[src/include/rtseq_defs.svh]
// constants for the radio top sequencer: offsets, fields, resets, timing
`ifndef RTSEQ_DEFS_SVH
`define RTSEQ_DEFS_SVH

// ----------------------------------------------------------------
// register byte offsets
// ----------------------------------------------------------------
`define RTSEQ_OFS_CTRL 12'h000
`define RTSEQ_OFS_CFG 12'h004
`define RTSEQ_OFS_FIRST_INTERVAL_TIMER 12'h008
`define RTSEQ_OFS_SECOND_INTERVAL_TIMER 12'h00c
`define RTSEQ_OFS_RXTO 12'h010
`define RTSEQ_OFS_STATUS 12'h014

// ----------------------------------------------------------------
// control register fields
// ----------------------------------------------------------------
`define RTSEQ_CTRL_START 0
`define RTSEQ_CTRL_HALT 1
`define RTSEQ_CTRL_BEACON 2
`define RTSEQ_CTRL_ROUTE 3

// ----------------------------------------------------------------
// config register fields
// ----------------------------------------------------------------
`define RTSEQ_CFG_IDLE_POWER 0
`define RTSEQ_CFG_START_LO 1
`define RTSEQ_CFG_START_HI 2
`define RTSEQ_CFG_LOW_POWER 3
`define RTSEQ_CFG_IDLE_EXIT 4
`define RTSEQ_CFG_RX_EXIT_LO 5
`define RTSEQ_CFG_RX_EXIT_HI 7
`define RTSEQ_CFG_RXTO_LO 8
`define RTSEQ_CFG_RXTO_HI 9
`define RTSEQ_CFG_TX_EXIT 10
`define RTSEQ_CFG_RESET 11'h000

// ----------------------------------------------------------------
// transition codes
// ----------------------------------------------------------------
`define RTSEQ_START_TO_LPSEL 2'h0
`define RTSEQ_RX_EXIT_PREAMBLE 3'h6
`define RTSEQ_RX_EXIT_SYNC 3'h5
`define RTSEQ_RXTO_TO_LPSEL 2'h2

// ----------------------------------------------------------------
// timing
// ----------------------------------------------------------------
`define RTSEQ_CLK_MHZ 50
`define RTSEQ_TIMER_RESET 16'h0001
`define RTSEQ_RXTO_RESET 16'h0001

`endif

[src/include/rtseq_pkg.sv]
// types shared by the radio top sequencer
package rtseq_pkg;
	typedef enum logic [6:0] {
		RTSEQ_OFF = 7'h01,
		RTSEQ_START = 7'h02,
		RTSEQ_LPSEL = 7'h04,
		RTSEQ_IDLE = 7'h08,
		RTSEQ_RX = 7'h10,
		RTSEQ_TX = 7'h20,
		RTSEQ_LOWPWR = 7'h40
	} rtseq_state_t;
endpackage

[src/verilog/rtseq_timer.sv]
// one programmable interval down-counter
`timescale 1ns/1ns
`default_nettype none
module rtseq_timer #(
	parameter int W = 16
) (
	input wire logic hclk, // system clock
	input wire logic hresetn, // async reset, low
	input wire logic load, // start a new interval
	input wire logic stop, // abandon the interval
	input wire logic [W-1:0] period, // interval length in ticks
	input wire logic tick, // slow time base
	output logic expired // one-cycle end pulse
);
	logic [W-1:0] count_ff;
	logic run_ff;

	// ---------------------------------------------------------------
	// counter
	// ---------------------------------------------------------------
	// zero period is treated as one tick so the event always fires
	always_ff @(posedge hclk or negedge hresetn) begin
		if (!hresetn) begin
			count_ff <= '0;
			run_ff <= 1'b0;
			expired <= 1'b0;
		end else begin
			expired <= 1'b0;
			if (stop) begin
				run_ff <= 1'b0;
			end else if (load) begin
				count_ff <= (period == '0) ? W'(1) : period;
				run_ff <= 1'b1;
			end else if (run_ff && tick) begin
				if (count_ff == W'(1)) begin
					run_ff <= 1'b0;
					expired <= 1'b1;
				end else begin
					count_ff <= count_ff - W'(1);
				end
			end
		end
	end
endmodule
`default_nettype wire

[src/verilog/rtseq_top.sv]
// radio top sequencer with ahb-lite register slave
// Summary of operation
// - idle power choice 1 keeps only the rc oscillator on in idle
// - start transition 00 moves start to the low-power choice step
// - low-power choice 1 enters idle from the choice step
// - idle exit 1 moves idle to receive on first timer event
// - listen idles first timer, receives second timer, then idles again
// - receive exit 110: preamble switches sequencer off, radio stays receiving
// - second timer bounds receive time when no preamble is found
// - sync-wake receives only for rx window, low power otherwise
// - preamble before window end keeps receiving until second timer ends
// - receive exit 101: sync match flags and switches sequencer off
// - rx timeout transition 10 returns to the low-power choice step
// - packet received during listen raises an interrupt request
// - beacon transmits every period, idles after packet done
// - beacon repeat resends unchanged buffer contents
// - beacon loop runs until the halt bit is set
// - idle exit 0 moves idle to transmit on first timer event
// - transmit exit 0 returns to choice step on packet done
//
// The placing of the registers and register access over AHB-Lite are this design's own decisions.
`timescale 1ns/1ns
`default_nettype none
`include "rtseq_defs.svh"
module rtseq_top #(
	parameter int TW = 16, // timer width
	parameter int RC_DIV = 50 // hclk cycles per rc tick
) (
	input wire logic hclk, // system clock
	input wire logic hresetn, // async reset, low
	input wire logic hsel, // slave select
	input wire logic [11:0] haddr, // byte address
	input wire logic [1:0] htrans, // transfer type
	input wire logic hwrite, // write strobe
	input wire logic [2:0] hsize, // transfer size
	input wire logic [31:0] hwdata, // write data
	input wire logic hready, // bus ready in
	output logic [31:0] hrdata, // read data
	output logic hreadyout, // slave ready
	output logic hresp, // always okay
	input wire logic preamble_found, // radio event pulse
	input wire logic sync_word_match, // radio event pulse
	input wire logic payload_complete, // radio event pulse
	input wire logic packet_done, // radio event pulse
	output logic rx_on, // receiver enabled
	output logic tx_on, // transmitter enabled
	output logic rc_osc_on, // rc oscillator enabled
	output logic xtal_on, // crystal and radio path on
	output logic beacon_repeat_enable, // resend buffer unchanged
	output logic event_pin_four, // preamble event pin
	output logic packet_irq // packet received request
);
	rtseq_pkg::rtseq_state_t state_ff, nxt_state;
	logic [10:0] cfg_ff;
	logic [3:0] ctrl_ff;
	logic [TW-1:0] t1_per_ff, t2_per_ff, rxto_per_ff;
	logic [7:0] rc_cnt_ff;
	logic rc_tick;
	logic pre_seen_ff, sync_flag_ff, irq_ff, listen_ff;
	logic wr_pend_ff;
	logic [11:0] wr_addr_ff;
	logic t1_exp, t2_exp, rxto_exp;
	logic t1_load, t2_load, rxto_load, tstop;
	logic start_pulse;
	logic rx_exit_pre, rx_exit_sync;

	// ---------------------------------------------------------------
	// rc time base
	// ---------------------------------------------------------------
	// the rc oscillator is modelled as a divided tick of hclk
	always_ff @(posedge hclk or negedge hresetn) begin
		if (!hresetn) begin
			rc_cnt_ff <= 8'h00;
		end else if (rc_cnt_ff == 8'(RC_DIV - 1)) begin
			rc_cnt_ff <= 8'h00;
		end else begin
			rc_cnt_ff <= rc_cnt_ff + 8'h01;
		end
	end
	assign rc_tick = (rc_cnt_ff == 8'(RC_DIV - 1));

	// ---------------------------------------------------------------
	// ahb-lite slave, zero wait states
	// ---------------------------------------------------------------
	assign hreadyout = 1'b1;
	assign hresp = 1'b0;

	// capture write address phase; data follows next cycle
	always_ff @(posedge hclk or negedge hresetn) begin
		if (!hresetn) begin
			wr_pend_ff <= 1'b0;
			wr_addr_ff <= 12'h000;
		end else if (hready) begin
			wr_pend_ff <= hsel && htrans[1] && hwrite;
			wr_addr_ff <= haddr;
		end
	end

	// read data registered in the address phase
	always_ff @(posedge hclk or negedge hresetn) begin
		if (!hresetn) begin
			hrdata <= 32'h0000_0000;
		end else if (hready && hsel && htrans[1] && !hwrite) begin
			if (haddr == `RTSEQ_OFS_CTRL) begin
				hrdata <= {28'h0000000, ctrl_ff};
			end else if (haddr == `RTSEQ_OFS_CFG) begin
				hrdata <= {21'h000000, cfg_ff};
			end else if (haddr == `RTSEQ_OFS_FIRST_INTERVAL_TIMER) begin
				hrdata <= 32'(t1_per_ff);
			end else if (haddr == `RTSEQ_OFS_SECOND_INTERVAL_TIMER) begin
				hrdata <= 32'(t2_per_ff);
			end else if (haddr == `RTSEQ_OFS_RXTO) begin
				hrdata <= 32'(rxto_per_ff);
			end else if (haddr == `RTSEQ_OFS_STATUS) begin
				hrdata <= {22'h000000, irq_ff, sync_flag_ff, pre_seen_ff, state_ff};
			end else begin
				hrdata <= 32'h0000_0000;
			end
		end
	end

	// configuration writes; start bit self clears
	always_ff @(posedge hclk or negedge hresetn) begin
		if (!hresetn) begin
			cfg_ff <= `RTSEQ_CFG_RESET;
			ctrl_ff <= 4'h0;
			t1_per_ff <= TW'(`RTSEQ_TIMER_RESET);
			t2_per_ff <= TW'(`RTSEQ_TIMER_RESET);
			rxto_per_ff <= TW'(`RTSEQ_RXTO_RESET);
		end else begin
			ctrl_ff[`RTSEQ_CTRL_START] <= 1'b0;
			if (wr_pend_ff) begin
				if (wr_addr_ff == `RTSEQ_OFS_CTRL) begin
					ctrl_ff <= hwdata[3:0];
				end else if (wr_addr_ff == `RTSEQ_OFS_CFG) begin
					cfg_ff <= hwdata[10:0];
				end else if (wr_addr_ff == `RTSEQ_OFS_FIRST_INTERVAL_TIMER) begin
					t1_per_ff <= hwdata[TW-1:0];
				end else if (wr_addr_ff == `RTSEQ_OFS_SECOND_INTERVAL_TIMER) begin
					t2_per_ff <= hwdata[TW-1:0];
				end else if (wr_addr_ff == `RTSEQ_OFS_RXTO) begin
					rxto_per_ff <= hwdata[TW-1:0];
				end
			end
		end
	end
	assign start_pulse = ctrl_ff[`RTSEQ_CTRL_START];

	// ---------------------------------------------------------------
	// interval timers
	// ---------------------------------------------------------------
	// t1 times idle, t2 times the active slot, rxto the rx window
	rtseq_timer #(.W(TW)) u_t1 (
		.hclk(hclk), .hresetn(hresetn), .load(t1_load), .stop(tstop),
		.period(t1_per_ff), .tick(rc_tick), .expired(t1_exp)
	);
	rtseq_timer #(.W(TW)) u_t2 (
		.hclk(hclk), .hresetn(hresetn), .load(t2_load), .stop(tstop),
		.period(t2_per_ff), .tick(rc_tick), .expired(t2_exp)
	);
	rtseq_timer #(.W(TW)) u_rxto (
		.hclk(hclk), .hresetn(hresetn), .load(rxto_load), .stop(tstop),
		.period(rxto_per_ff), .tick(rc_tick), .expired(rxto_exp)
	);

	// ---------------------------------------------------------------
	// sequencer state machine
	// ---------------------------------------------------------------
	assign rx_exit_pre = (cfg_ff[`RTSEQ_CFG_RX_EXIT_HI:`RTSEQ_CFG_RX_EXIT_LO]
		== `RTSEQ_RX_EXIT_PREAMBLE);
	assign rx_exit_sync = (cfg_ff[`RTSEQ_CFG_RX_EXIT_HI:`RTSEQ_CFG_RX_EXIT_LO]
		== `RTSEQ_RX_EXIT_SYNC);

	always_comb begin
		nxt_state = state_ff;
		t1_load = 1'b0;
		t2_load = 1'b0;
		rxto_load = 1'b0;
		tstop = 1'b0;
		case (state_ff)
			rtseq_pkg::RTSEQ_OFF: begin
				if (start_pulse) begin
					nxt_state = rtseq_pkg::RTSEQ_START;
				end
			end
			rtseq_pkg::RTSEQ_START: begin
				if (cfg_ff[`RTSEQ_CFG_START_HI:`RTSEQ_CFG_START_LO] == `RTSEQ_START_TO_LPSEL) begin
					nxt_state = rtseq_pkg::RTSEQ_LPSEL;
				end
			end
			rtseq_pkg::RTSEQ_LPSEL: begin
				t1_load = 1'b1;
				if (cfg_ff[`RTSEQ_CFG_LOW_POWER]) begin
					nxt_state = rtseq_pkg::RTSEQ_IDLE;
				end else begin
					nxt_state = rtseq_pkg::RTSEQ_LOWPWR;
				end
			end
			rtseq_pkg::RTSEQ_IDLE, rtseq_pkg::RTSEQ_LOWPWR: begin
				if (t1_exp) begin
					t2_load = 1'b1;
					if (cfg_ff[`RTSEQ_CFG_IDLE_EXIT]) begin
						nxt_state = rtseq_pkg::RTSEQ_RX;
						rxto_load = 1'b1;
					end else begin
						nxt_state = rtseq_pkg::RTSEQ_TX;
					end
				end
			end
			rtseq_pkg::RTSEQ_RX: begin
				if (rx_exit_pre && preamble_found) begin
					nxt_state = rtseq_pkg::RTSEQ_OFF;
					tstop = 1'b1;
				end else if (rx_exit_sync && sync_word_match) begin
					nxt_state = rtseq_pkg::RTSEQ_OFF;
					tstop = 1'b1;
				end else if (rxto_exp && !pre_seen_ff && !preamble_found
					&& cfg_ff[`RTSEQ_CFG_RXTO_HI:`RTSEQ_CFG_RXTO_LO] == `RTSEQ_RXTO_TO_LPSEL) begin
					nxt_state = rtseq_pkg::RTSEQ_LPSEL;
					tstop = 1'b1;
				end else if (t2_exp) begin
					nxt_state = rtseq_pkg::RTSEQ_LPSEL;
					tstop = 1'b1;
				end
			end
			rtseq_pkg::RTSEQ_TX: begin
				if (packet_done && !cfg_ff[`RTSEQ_CFG_TX_EXIT]) begin
					nxt_state = rtseq_pkg::RTSEQ_LPSEL;
					tstop = 1'b1;
				end
			end
			default: begin
				nxt_state = rtseq_pkg::RTSEQ_OFF;
			end
		endcase
		// halt wins over every transition except start out of off, beacon loop included
		if (ctrl_ff[`RTSEQ_CTRL_HALT] && state_ff != rtseq_pkg::RTSEQ_OFF) begin
			nxt_state = rtseq_pkg::RTSEQ_OFF;
			tstop = 1'b1;
			t1_load = 1'b0;
			t2_load = 1'b0;
			rxto_load = 1'b0;
		end
	end

	always_ff @(posedge hclk or negedge hresetn) begin
		if (!hresetn) begin
			state_ff <= rtseq_pkg::RTSEQ_OFF;
		end else begin
			state_ff <= nxt_state;
		end
	end

	// preamble seen in this receive slot extends it to t2 end
	always_ff @(posedge hclk or negedge hresetn) begin
		if (!hresetn) begin
			pre_seen_ff <= 1'b0;
		end else if (state_ff == rtseq_pkg::RTSEQ_RX && preamble_found) begin
			pre_seen_ff <= 1'b1;
		end else if (state_ff != rtseq_pkg::RTSEQ_RX) begin
			pre_seen_ff <= 1'b0;
		end
	end

	// receive latch: after sequencer off the radio keeps receiving
	always_ff @(posedge hclk or negedge hresetn) begin
		if (!hresetn) begin
			listen_ff <= 1'b0;
		end else if (state_ff == rtseq_pkg::RTSEQ_RX && nxt_state == rtseq_pkg::RTSEQ_OFF
			&& !ctrl_ff[`RTSEQ_CTRL_HALT]) begin
			listen_ff <= 1'b1;
		end else if (start_pulse || ctrl_ff[`RTSEQ_CTRL_HALT]) begin
			listen_ff <= 1'b0;
		end
	end

	// sticky event flags; a new event wins over the clearing write
	always_ff @(posedge hclk or negedge hresetn) begin
		if (!hresetn) begin
			sync_flag_ff <= 1'b0;
			irq_ff <= 1'b0;
		end else begin
			if (state_ff == rtseq_pkg::RTSEQ_RX && sync_word_match) begin
				sync_flag_ff <= 1'b1;
			end else if (start_pulse) begin
				sync_flag_ff <= 1'b0;
			end
			if ((listen_ff || state_ff == rtseq_pkg::RTSEQ_RX) && payload_complete) begin
				irq_ff <= 1'b1;
			end else if (start_pulse) begin
				irq_ff <= 1'b0;
			end
		end
	end

	// ---------------------------------------------------------------
	// radio controls and pins
	// ---------------------------------------------------------------
	// idle keeps only the rc oscillator alive when power choice is 1
	always_ff @(posedge hclk or negedge hresetn) begin
		if (!hresetn) begin
			rx_on <= 1'b0;
			tx_on <= 1'b0;
			rc_osc_on <= 1'b0;
			xtal_on <= 1'b0;
			beacon_repeat_enable <= 1'b0;
			event_pin_four <= 1'b0;
			packet_irq <= 1'b0;
		end else begin
			rx_on <= (nxt_state == rtseq_pkg::RTSEQ_RX) || (nxt_state == rtseq_pkg::RTSEQ_OFF
				&& (listen_ff || (state_ff == rtseq_pkg::RTSEQ_RX
				&& !ctrl_ff[`RTSEQ_CTRL_HALT])));
			tx_on <= (nxt_state == rtseq_pkg::RTSEQ_TX);
			rc_osc_on <= (nxt_state != rtseq_pkg::RTSEQ_OFF);
			xtal_on <= !((nxt_state == rtseq_pkg::RTSEQ_IDLE
				&& cfg_ff[`RTSEQ_CFG_IDLE_POWER]) || nxt_state == rtseq_pkg::RTSEQ_OFF);
			beacon_repeat_enable <= ctrl_ff[`RTSEQ_CTRL_BEACON];
			event_pin_four <= ctrl_ff[`RTSEQ_CTRL_ROUTE] && preamble_found;
			packet_irq <= irq_ff;
		end
	end
endmodule
`default_nettype wire

[config.mk]
export PLATFORM = sky130hd
export DESIGN_NAME = rtseq_top
export DESIGN_NICKNAME = d
export VERILOG_FILES = /design/src/include/rtseq_pkg.sv /design/src/verilog/rtseq_timer.sv /design/src/verilog/rtseq_top.sv
export VERILOG_INCLUDE_DIRS = /design/src /design/src/include
export SDC_FILE = /design/constraint.sdc
export NUM_CORES = 1
export LEC_CHECK = 0
export BUFFER_PORTS_ARGS = -buffer_cell sky130_fd_sc_hd__buf_4
export CAP_MARGIN = 20
export CORE_MARGIN = 2
export CORE_UTILIZATION = 60
export DETAILED_ROUTE_END_ITERATION = 12
export PLACE_DENSITY = 0.87
export SYNTH_ARGS = -nofsm -noshare
export SYNTH_HDL_FRONTEND = slang
export SYNTH_HIERARCHICAL = 1
export SYNTH_SLANG_ARGS = --single-unit
[constraint.sdc]
create_clock -name hclk -period 9.1 [get_ports hclk]
set_input_delay 0.91 -clock hclk [delete_from_list [all_inputs] [get_ports hclk]]
set_output_delay 0.91 -clock hclk [all_outputs]
set_load 0.01 [all_outputs]
==> results of run 1 <==
## cell usage after synthesis, types with 5 or more instances
| master | n | share of area [%] |
|---|---|---|
| a31oi_1 | 14 | 0.90 |
| and3_1 | 16 | 1.0 |
| and3b_1 | 9 | 0.81 |
| nor2_1 | 45 | 1.7 |
| and4_1 | 7 | 0.63 |
| and2_1 | 5 | 0.32 |
| nor4_4 | 7 | 1.5 |
| nand4_1 | 18 | 1.2 |
| nor2b_1 | 12 | 0.78 |
| a22oi_1 | 19 | 1.5 |
| a32o_1 | 8 | 0.83 |
| clkbuf_1 | 32 | 1.2 |
| nor3_1 | 26 | 1.3 |
| nor3b_1 | 8 | 0.62 |
| a32oi_1 | 6 | 0.54 |
| o21ai_1 | 6 | 0.31 |
| o22ai_1 | 13 | 0.84 |
| ha_1 | 8 | 1.0 |
| nand3b_1 | 8 | 0.62 |
| nand2_1 | 68 | 2.6 |
| o311ai_0 | 11 | 1.0 |
| a211oi_1 | 11 | 0.85 |
| o31ai_1 | 17 | 1.3 |
| or4_1 | 7 | 0.54 |
| inv_1 | 39 | 1.5 |
| o221ai_1 | 18 | 1.6 |
| o21ai_0 | 33 | 1.7 |
| nand3_1 | 20 | 1.0 |
| dfrtp_1 | 168 | 43 |
| or3_1 | 6 | 0.39 |
| nor4_1 | 15 | 0.97 |
| xor2_1 | 5 | 0.45 |
| mux2_4 | 13 | 2.0 |
| buf_4 | 21 | 1.6 |
| nand2b_1 | 12 | 0.78 |
| a21oi_1 | 48 | 2.5 |
| nand4b_1 | 7 | 0.63 |
| mux2_2 | 70 | 8.1 |
## sequential cells by signal, indices dropped and copies added (netlist names), 11 cells and up
name	count
u_rxto/count_ff	16
u_t2/count_ff	16
rxto_per_ff	16
hrdata	16
wr_addr_ff	12
cfg_ff	11
u_t1/count_ff	16
t1_per_ff	16
t2_per_ff	16
## where the power goes
group	switching [mW]	total, mW	internal, mW
Sequential	0.0199	0.801	0.781
Clock	0.323	0.777	0.454
Combinational	0.0490	0.0840	0.0350
Total	0.392	1.66	1.27
## layer usage
metal | routed length, um | vias up | track usage (%)
met2 | 12150 | 483 | 49.62
met4 | 799 | 0 | 11.33
li1 | - | 3624 | -
met3 | 2158 | 72 | 5.293
met5 | 0 | - | 0
met1 | 10320 | 4073 | 42.59
## stage by stage
stage,hold WS (ns),utilization (%)
after CTS,0.3980,68.06
after global routing,0.4137,68.06
after global placement,0.3740,64.06
after floorplan,0.3616,-
final,0.3958,68.06
after detailed placement,0.3830,64.06
## cells by family after synthesis
group,Yosys count
simple gates,316
buf+inv,104
xor+xnor,9
fa+ha+maj,8
compound gates,242
flops,172
other cells,2
mux,86
## worst max-delay path by stage
stage / startpoint / to / slack (ns) / cells past startpoint
final: state_ff[1] / u_rxto/count_ff[0] / 5.11 / 7
after global routing: state_ff[1] / u_rxto/count_ff[10] / 4.99 / 7
after CTS: state_ff[1] / u_rxto/count_ff[0] / 5.27 / 7
after detailed placement: state_ff[1] / u_rxto/count_ff[0] / 5.28 / 7
after global placement: state_ff[1] / u_rxto/count_ff[9] / 5.35 / 7
after floorplan: rc_cnt_ff[1] / u_rxto/count_ff[15] / 6.13 / 9
## area by class of cell
type,instances,share of cell area (%)
Multi-Input combinational cell,679,45.65
Sequential cell,172,40.00
Timing Repair Buffer,64,4.495
Clock buffer,19,4.205
Tap cell,216,2.509
Clock inverter,13,1.673
Inverter,42,1.464
==> out/metrics.yaml, run 1 <==
cts:
  cts-root-buf: "clkbuf_16"
  cts_resized: 0
  clkTransAtPathRegs_ns: 0.07
  clk_latency_ns: 0.45
  cts.hold.buffers_added: 0
  tritoncts: "done"
  post-cts-setup-buffers: 0
  cts.sinks: 172
  numCtsBuffers: 17
  cts_max_path_buffers: 2
  h-tree-depth: 4
timing:
  setup-tns-final_ns: 0
  worst_slew_pin_slew_ns: 1.146
  slew_headroom_pct: 23.31
  setup_viol: 0
  fin_worst_skew_ns: 0.01270
  setup_ws_ns: 5.112
  finalCriticalPeriod_ns: 3.988
  fmax_ghz: 0.2507
  min_period_over_period_pct: 43.83
  finalMaxSlewViolations: 0
  hold_viol: 0
  rsz0062_at_grt: "no"
synth:
  synth_flop_cell: "dfrtp_1"
  synth_area_mm2: 0.009678
  synth-edff-count: 0
  synth_mux_area_share_pct: 10.47
  synth_xor_area_share_pct: 0.8145
  synth_simple_gate_area_share_pct: 19.95
  async_flop_share_pct: 100.0
  yosys.area_share.adder_pct: 1.034
  synth_seq_area_share_pct: 44.52
  synth_seq_cells: 172
  synth_top_family_by_area: "simple AND/OR/NAND/NOR gates"
  ys_warn_count: 6
  synth_compound_area_share_pct: 17.78
  syn_avg_cell_area_um2: 10.31
  synthDistinctLibCells: 71
  syn_inst: 939
floorplanning:
  die_w_um: 131.0
  dieHeight_um: 131.0
  io_pins: 99
  core_mm2: 0.01583
  num_rows: 46
  dieArea_mm2: 0.01716
  start_util_pct: 61.15
global_routing:
  grt_pass1_wl_um: 40650
  overflow: 0
  first_global_vias: 7618
  grt_max_degree: 104
  antenna_found_initial: 0
  track_usage_pct: 30.92
route:
  dr.pass1.iters: 6
  drtIter0Drc: 1055
  drt.antenna.violating_nets: 0
  avgViaCountPerCell: 6.848
  drcViolationCount: 0
  avgRoutedWirePerCell_um: 21.10
  num_vias: 8252
  wirelength_um: 25420
critical_path:
  crit_arrival_ns: 4.31
  r2r_start: "state_ff[1]"
  r2r_end: "u_rxto/count_ff[0]"
  required_ns: 9.43
  cp_slowest_cell: "and3_1"
  crit_buf_inv: 1
  crit_path_cell_trace: "or4_1 -> nor3_1 -> and3_1 -> clkinv_1 -> a41oi_1 -> a22oi_1 -> mux2_4"
  critPathCaptureType: "flip-flop"
  max_stage_delay_ns: 0.80
  cpLargestDelayFamily: "simple AND/OR/NAND/NOR gates"
  reg2reg_depth: 7
  r2r_setup_slack_ns: 5.11
  crit_type: "reg -> reg"
  critPathMaxFanout: 20
  cp-start-kind: "flip-flop"
min_path:
  min_from: "ctrl_ff[2]"
  min_path_type: "reg -> reg"
  hold_depth: 0
  hold_path_end: "beacon_repeat_enable"
finish:
  diodes: 0
  drive_above_1_share_pct: 22.35
  stdcell_count: 1205
  multiInputGateArea_mm2: 0.004917
  syn_to_final_growth_pct: 11.30
  fill_cells: 1201
  nNetsFinal: 1042
  mostFrequentLayoutCell: "dfrtp_1"
  postLayoutCellArea_mm2: 0.01077
  regArea_mm2: 0.004309
  most-common-layout-cells: "168 x dfrtp_1, 70 x mux2_2, 68 x nand2_1, 63 x buf_4, 48 x a21oi_1"
place:
  dp_slack_ns: 5.278
  port_buffers: 60
  dp_hpwl_um: 17650
  place_congestion: 0.9060
  placed_area_mm2: 0.01014
  place_inst: 1173
power_and_ir_drop:
  powerDensity_mw_per_mm2: 154.3
  power_mw: 1.662
  leakagePower_nw: 4.715
  ir_drop_mv: 0.1477
flow_run:
  max-cap-violations: 0
run_status:
  status: "finished, final reports clean"
No activity file was read; power rests on OpenSTA's default activity.
==> inputs of run 2 (changes only) <==
clock period = 4.1 ns   (was 9.1 ns; I/O delays follow)
==> run 2 against run 1 <==
Non-clock buffer count up 7. Worst setup slack worse by 4.6 ns. Register-to-register slack worse by 4.6 ns. Core utilization up 0.29 points. Worst hold slack worse by 0.19 ns. Cell area up 0.43%. Critical endpoint is now u_rxto/count_ff[9]. Largest power group unchanged.
==> out/metrics.yaml, run 2 (synthesis gave the netlist of run 1 again) <==
finish:
  postLayoutCellArea_mm2: 0.01082  # +0.43%
  mostFrequentLayoutCell: "dfrtp_1"
  fill_cells: 1155  # -3.8%
  most-common-layout-cells: "168 x dfrtp_1, 70 x mux2_2, 68 x nand2_1, 67 x buf_4, 48 x a21oi_1"
  syn_to_final_growth_pct: 11.78
  drive_above_1_share_pct: 22.79  # +0.45 points
  nNetsFinal: 1049  # +0.67%
  diodes: 0  # unchanged
floorplanning:
  start_util_pct: 61.15  # unchanged
  dieHeight_um: 131.0  # unchanged
  die_w_um: 131.0  # unchanged
  dieArea_mm2: 0.01716  # unchanged
  num_rows: 46  # unchanged
  core_mm2: 0.01583  # unchanged
  io_pins: 99  # unchanged
timing:
  finalCriticalPeriod_ns: 3.559  # -0.4296 ns
  hold_viol: 0  # unchanged
  rsz0062_at_grt: "no"
  min_period_over_period_pct: 86.80  # +43 points
  setup_viol: 0  # unchanged
  fmax_ghz: 0.2810  # +12%
  fin_worst_skew_ns: 0.008849  # -0.003847 ns
  timing.hold.ws_ns: 0.2031  # -0.1927 ns
  setup-tns-final_ns: 0  # unchanged
  finalMaxSlewViolations: 0  # unchanged
  slew_headroom_pct: 29.66  # +6.4 points
  worst_slew_pin_slew_ns: 1.051  # -0.09501 ns
critical_path:
  critPathMaxFanout: 18  # -10%
  crit_type: "reg -> reg"
  required_ns: 4.45  # -4.98 ns
  crit_path_frequent_cell: "and3_1"
  crit_path_cell_trace: "or4_1 -> nor3_1 -> and3_1 -> clkinv_1 -> and3_1 -> o2bb2ai_1 -> a211oi_1"
  cp_slowest_cell: "or4_1"
  crit_arrival_ns: 3.90  # -0.41 ns
  max_stage_delay_ns: 0.63  # -0.17 ns
  cp-start-kind: "flip-flop"
  critPathCaptureType: "flip-flop"
  reg2reg_depth: 7  # unchanged
global_routing:
  grt_pass1_wl_um: 41380  # +1.8%
  track_usage_pct: 31.43  # +0.51 points
  first_global_vias: 7860  # +3.2%
  overflow: 0  # unchanged
  antenna_found_initial: 0  # unchanged
  grt_max_degree: 111  # +6.7%
cts:
  tritoncts: "done"
  post-cts-setup-buffers: 0  # unchanged
  cts.sinks: 172  # unchanged
  cts_resized: 0  # unchanged
  clk_latency_ns: 0.45  # about the same
  clkTransAtPathRegs_ns: 0.07  # about the same
  cts_max_path_buffers: 2  # unchanged
  h-tree-depth: 4  # unchanged
  cts-root-buf: "clkbuf_16"
  numCtsBuffers: 17  # unchanged
power_and_ir_drop:
  powerDensity_mw_per_mm2: 332.8  # +120%
  ir_drop_mv: 0.3362  # +130%
  leakagePower_nw: 4.740  # +0.53%
flow_run:
  max-cap-violations: 0  # unchanged
route:
  num_vias: 8278  # +0.32%
  drtIter0Drc: 1081  # +2.5%
  wirelength_um: 26070  # +2.5%
  avgRoutedWirePerCell_um: 21.51  # +1.9%
  dr.pass1.iters: 7  # +1
  avgViaCountPerCell: 6.830  # -0.26%
  drcViolationCount: 0  # unchanged
  drt.antenna.violating_nets: 0  # unchanged
place:
  dp_hpwl_um: 18080  # +2.5%
  placed_area_mm2: 0.01019  # +0.49%
  port_buffers: 60  # unchanged
  place_congestion: 0.9240  # +2.0%
min_path:
  hold_depth: 2  # +2
  min_path_type: "in -> reg"
run_status:
  status: "finished, final reports clean"
==> run 2: cell count changes in the layout (fill, tap and decap cells not counted), sizes merged <==
cell         change
buf              +6
inv              +3
bufinv           -2
clkbuf           -1
clkinv           -1
clkinvlp         +1
dlygate4sd3      +1
==> run 2: final cells by class <==
cell class / instances / area (um^2) / area share (%)
tap: 216 / 270.3 / 2.498
sequential: 172 / 4309 / 39.83
clock buffer: 18 / 439.2 / 4.060
inverter: 42 / 157.7 / 1.457
timing repair buffer: 71 / 571.8 / 5.286
multi-input combinational: 679 / 4917 / 45.45
clock inverter: 14 / 152.6 / 1.411
==> run 2: power by group <==
| part | leakage, nW | internal, mW | total (mW) | switching (mW) |
|---|---|---|---|---|
| Clock | 0.282 | 0.877 | 1.63 | 0.750 |
| Sequential | 2.15 | 1.73 | 1.78 | 0.0448 |
| Combinational | 2.31 | 0.0831 | 0.194 | 0.111 |
| Total | 4.74 | 2.69 | 3.60 | 0.906 |
==> run 2: worst paths after layout <==
kind / end / slack [ns] / from
worst max-delay path: u_rxto/count_ff[9] / 0.54 / state_ff[1]
worst min-delay path: wr_addr_ff[10] / 0.20 / haddr[10]
worst max register to register: u_rxto/count_ff[9] / 0.54 / state_ff[1]
worst min register to register: beacon_repeat_enable / 0.40 / ctrl_ff[2]
max in group asynchronous: state_ff[0] / 2.63 / hresetn
min in group asynchronous: u_rxto/count_ff[7] / 0.46 / hresetn
==> run 2: worst max-delay path: cells and delay by family (launching register included) <==
kind	cells	cell delay (ns)
AO/OA/AOI/OAI	2	0.37
flip-flops	1	0.48
AND/OR/NAND/NOR	4	2.04
buffers and inverters	1	0.57
==> run 2: metal layers <==
metal / wire length (um) / GRT usage, % / vias up
met3: 2264 / 7.125 / 88
met5: 0 / 0 / -
met1: 10550 / 42.09 / 4052
met4: 915 / 13.83 / 0
li1: - / - / 3631
met2: 12340 / 49.38 / 507
==> run 2: metrics by stage <==
step                      util [%]  instances  worst slack (ns)  power (mW)
after floorplan                  -        955             1.128       1.895
after global placement       64.37       1178            0.7779       1.990
after detailed placement     64.37       1178            0.6499       1.997
after CTS                    68.11       1210            0.6051       3.601
after global routing         68.35       1212            0.3483       3.703
final                        68.35       1212            0.5412       3.600
==> run 2: repair_timing <==
| item | in CTS | in global routing |
|---|---|---|
| hold endpoints to repair | 0 | 43 |
| hold buffers | 0 | 1 |
| endpoints found under the setup margin | 0 | 0 |
==> inputs of run 3 (changes only) <==
REMOVE_ABC_BUFFERS = 1   (was unset)
==> run 3 against run 2 <==
Critical path depth up 1. Global-route usage about the same. Clock power up 5%. Total power up 2.1%. Register-to-register slack better by 0.15 ns. Fmax up 4.3%. First-iteration DRC count up 2.4%. Routed wire length up 0.37%. Critical path type unchanged. Largest power group unchanged.
==> out/metrics.yaml, run 3 (synthesis gave the netlist of run 1 again) <==
run_status:
  status: "finished, final reports clean"
cts:
  clkTransAtPathRegs_ns: 0.07  # about the same
  cts.sinks: 172  # unchanged
  cts-root-buf: "clkbuf_16"
  cts_resized: 0  # unchanged
  cts.hold.buffers_added: 0  # unchanged
  numCtsBuffers: 17  # unchanged
  post-cts-setup-buffers: 0  # unchanged
  tritoncts: "done"
  clk_latency_ns: 0.44  # about the same
  cts_max_path_buffers: 2  # unchanged
  h-tree-depth: 4  # unchanged
timing:
  slew_headroom_pct: 33.96  # +4.3 points
  finalMaxSlewViolations: 0  # unchanged
  rsz0062_at_grt: "no"
  timing.hold.ws_ns: 0.1344  # -0.06861 ns
  min_period_over_period_pct: 83.26  # -3.5 points
  setup-tns-final_ns: 0  # unchanged
  finalCriticalPeriod_ns: 3.414  # -0.1451 ns
  setup_ws_ns: 0.6863  # +0.1451 ns
  setup_viol: 0  # unchanged
  fmax_ghz: 0.2929  # +4.3%
  worst_slew_pin_slew_ns: 0.9906  # -0.06053 ns
  fin_worst_skew_ns: 0.009086  # +0.0002372 ns
  hold_viol: 0  # unchanged
place:
  place_congestion: 0.8997  # -2.6%
  placed_area_mm2: 0.01018  # about the same
  port_buffers: 60  # unchanged
  place_inst: 1177  # -0.085%
  dp_hpwl_um: 17770  # -1.7%
  dp_slack_ns: 0.8543  # +0.2044 ns
floorplanning:
  num_rows: 46  # unchanged
  die_w_um: 131.0  # unchanged
  start_util_pct: 61.15  # unchanged
  core_mm2: 0.01583  # unchanged
  dieArea_mm2: 0.01716  # unchanged
  io_pins: 99  # unchanged
  dieHeight_um: 131.0  # unchanged
critical_path:
  crit_path_cell_trace: "or4_1 -> nor3_1 -> and3_1 -> buf_4 -> clkinv_1 -> a41oi_1 -> a22oi_1 -> mux2_4"
  crit_buf_inv: 2  # +1
  r2r_start: "state_ff[4]"
  critPathCaptureType: "flip-flop"
  r2r_end: "u_t2/count_ff[0]"
  cp-start-kind: "flip-flop"
  required_ns: 4.43  # -0.02 ns
  crit_type: "reg -> reg"
  cp_slowest_cell: "or4_1"
  critPathMaxFanout: 20  # +2
  cpLargestDelayFamily: "simple AND/OR/NAND/NOR gates"
  critPathLaunch: "state_ff[4]"
  r2r_setup_slack_ns: 0.69  # +0.15 ns
  crit_path_end: "u_t2/count_ff[0]"
  crit_arrival_ns: 3.74  # -0.16 ns
  crit_cells: 8  # +1
  max_stage_delay_ns: 0.60  # -0.03 ns
  reg2reg_depth: 8  # +1
global_routing:
  overflow: 0  # unchanged
  antenna_found_initial: 0  # unchanged
  grt_max_degree: 107  # -3.6%
  first_global_vias: 7686  # -2.2%
  track_usage_pct: 31.44  # about the same
  grt_pass1_wl_um: 41330  # -0.12%
finish:
  most-common-layout-cells: "168 x dfrtp_1, 70 x mux2_2, 68 x nand2_1, 66 x buf_4, 48 x a21oi_1"
  mostFrequentLayoutCell: "dfrtp_1"
  drive_above_1_share_pct: 22.56  # -0.23 points
  utilization_pct: 68.25  # -0.095 points
  stdcell_count: 1209  # -0.25%
  syn_to_final_growth_pct: 11.62
  nNetsFinal: 1046  # -0.29%
  diodes: 0  # unchanged
  postLayoutCellArea_mm2: 0.01080  # -0.14%
route:
  num_vias: 8255  # -0.28%
  drcViolationCount: 0  # unchanged
  dr.pass1.iters: 6  # -1
  drtIter0Drc: 1107  # +2.4%
  wirelength_um: 26160  # +0.37%
  avgViaCountPerCell: 6.828  # about the same
  avgRoutedWirePerCell_um: 21.64  # +0.62%
  drt.antenna.violating_nets: 0  # unchanged
power_and_ir_drop:
  leakagePower_nw: 4.739  # about the same
  powerDensity_mw_per_mm2: 340.3  # +2.3%
  power_mw: 3.677  # +2.1%
  ir_drop_mv: 0.3271  # -2.7%
flow_run:
  max-cap-violations: 0  # unchanged
min_path:
  min_path_type: "in -> async"
[run 3: how the worst min path moves through the flow]
| stage | startpoint | end | slack [ns] | depth (start not counted) |
|---|---|---|---|---|
| floorplan | hresetn | beacon_repeat_enable | 0.11 | 0 |
| global placement | ctrl_ff[2] | beacon_repeat_enable | 0.39 | 0 |
| detailed placement | ctrl_ff[2] | beacon_repeat_enable | 0.39 | 0 |
| CTS | hresetn | u_t2/count_ff[13] | 0.17 | 1 |
| global route | hresetn | u_rxto/count_ff[13] | 0.20 | 1 |
| finish | hresetn | u_rxto/count_ff[14] | 0.13 | 1 |
[run 3: cell type report]
type | instances | area, um^2
Timing Repair Buffer | 68 | 526.8
Clock buffer | 22 | 484.2
Sequential cell | 172 | 4309
Tap cell | 216 | 270.3
Inverter | 42 | 157.7
Clock inverter | 10 | 137.6
Multi-Input combinational cell | 679 | 4917
Fill cell | 1182 | 5025
[run 3: routing by layer]
layer	share of wire (%)	global-route usage (%)
met5	0	0
met4	3.1	12.39
met3	8.5	6.270
met2	48	50.17
met1	41	42.54
[run 3: where the power goes]
part | switching, mW | leakage, nW | total [mW] | internal, mW
Combinational | 0.111 | 2.29 | 0.190 | 0.0791
Clock | 0.683 | 0.303 | 1.71 | 1.02
Sequential | 0.0456 | 2.15 | 1.78 | 1.73
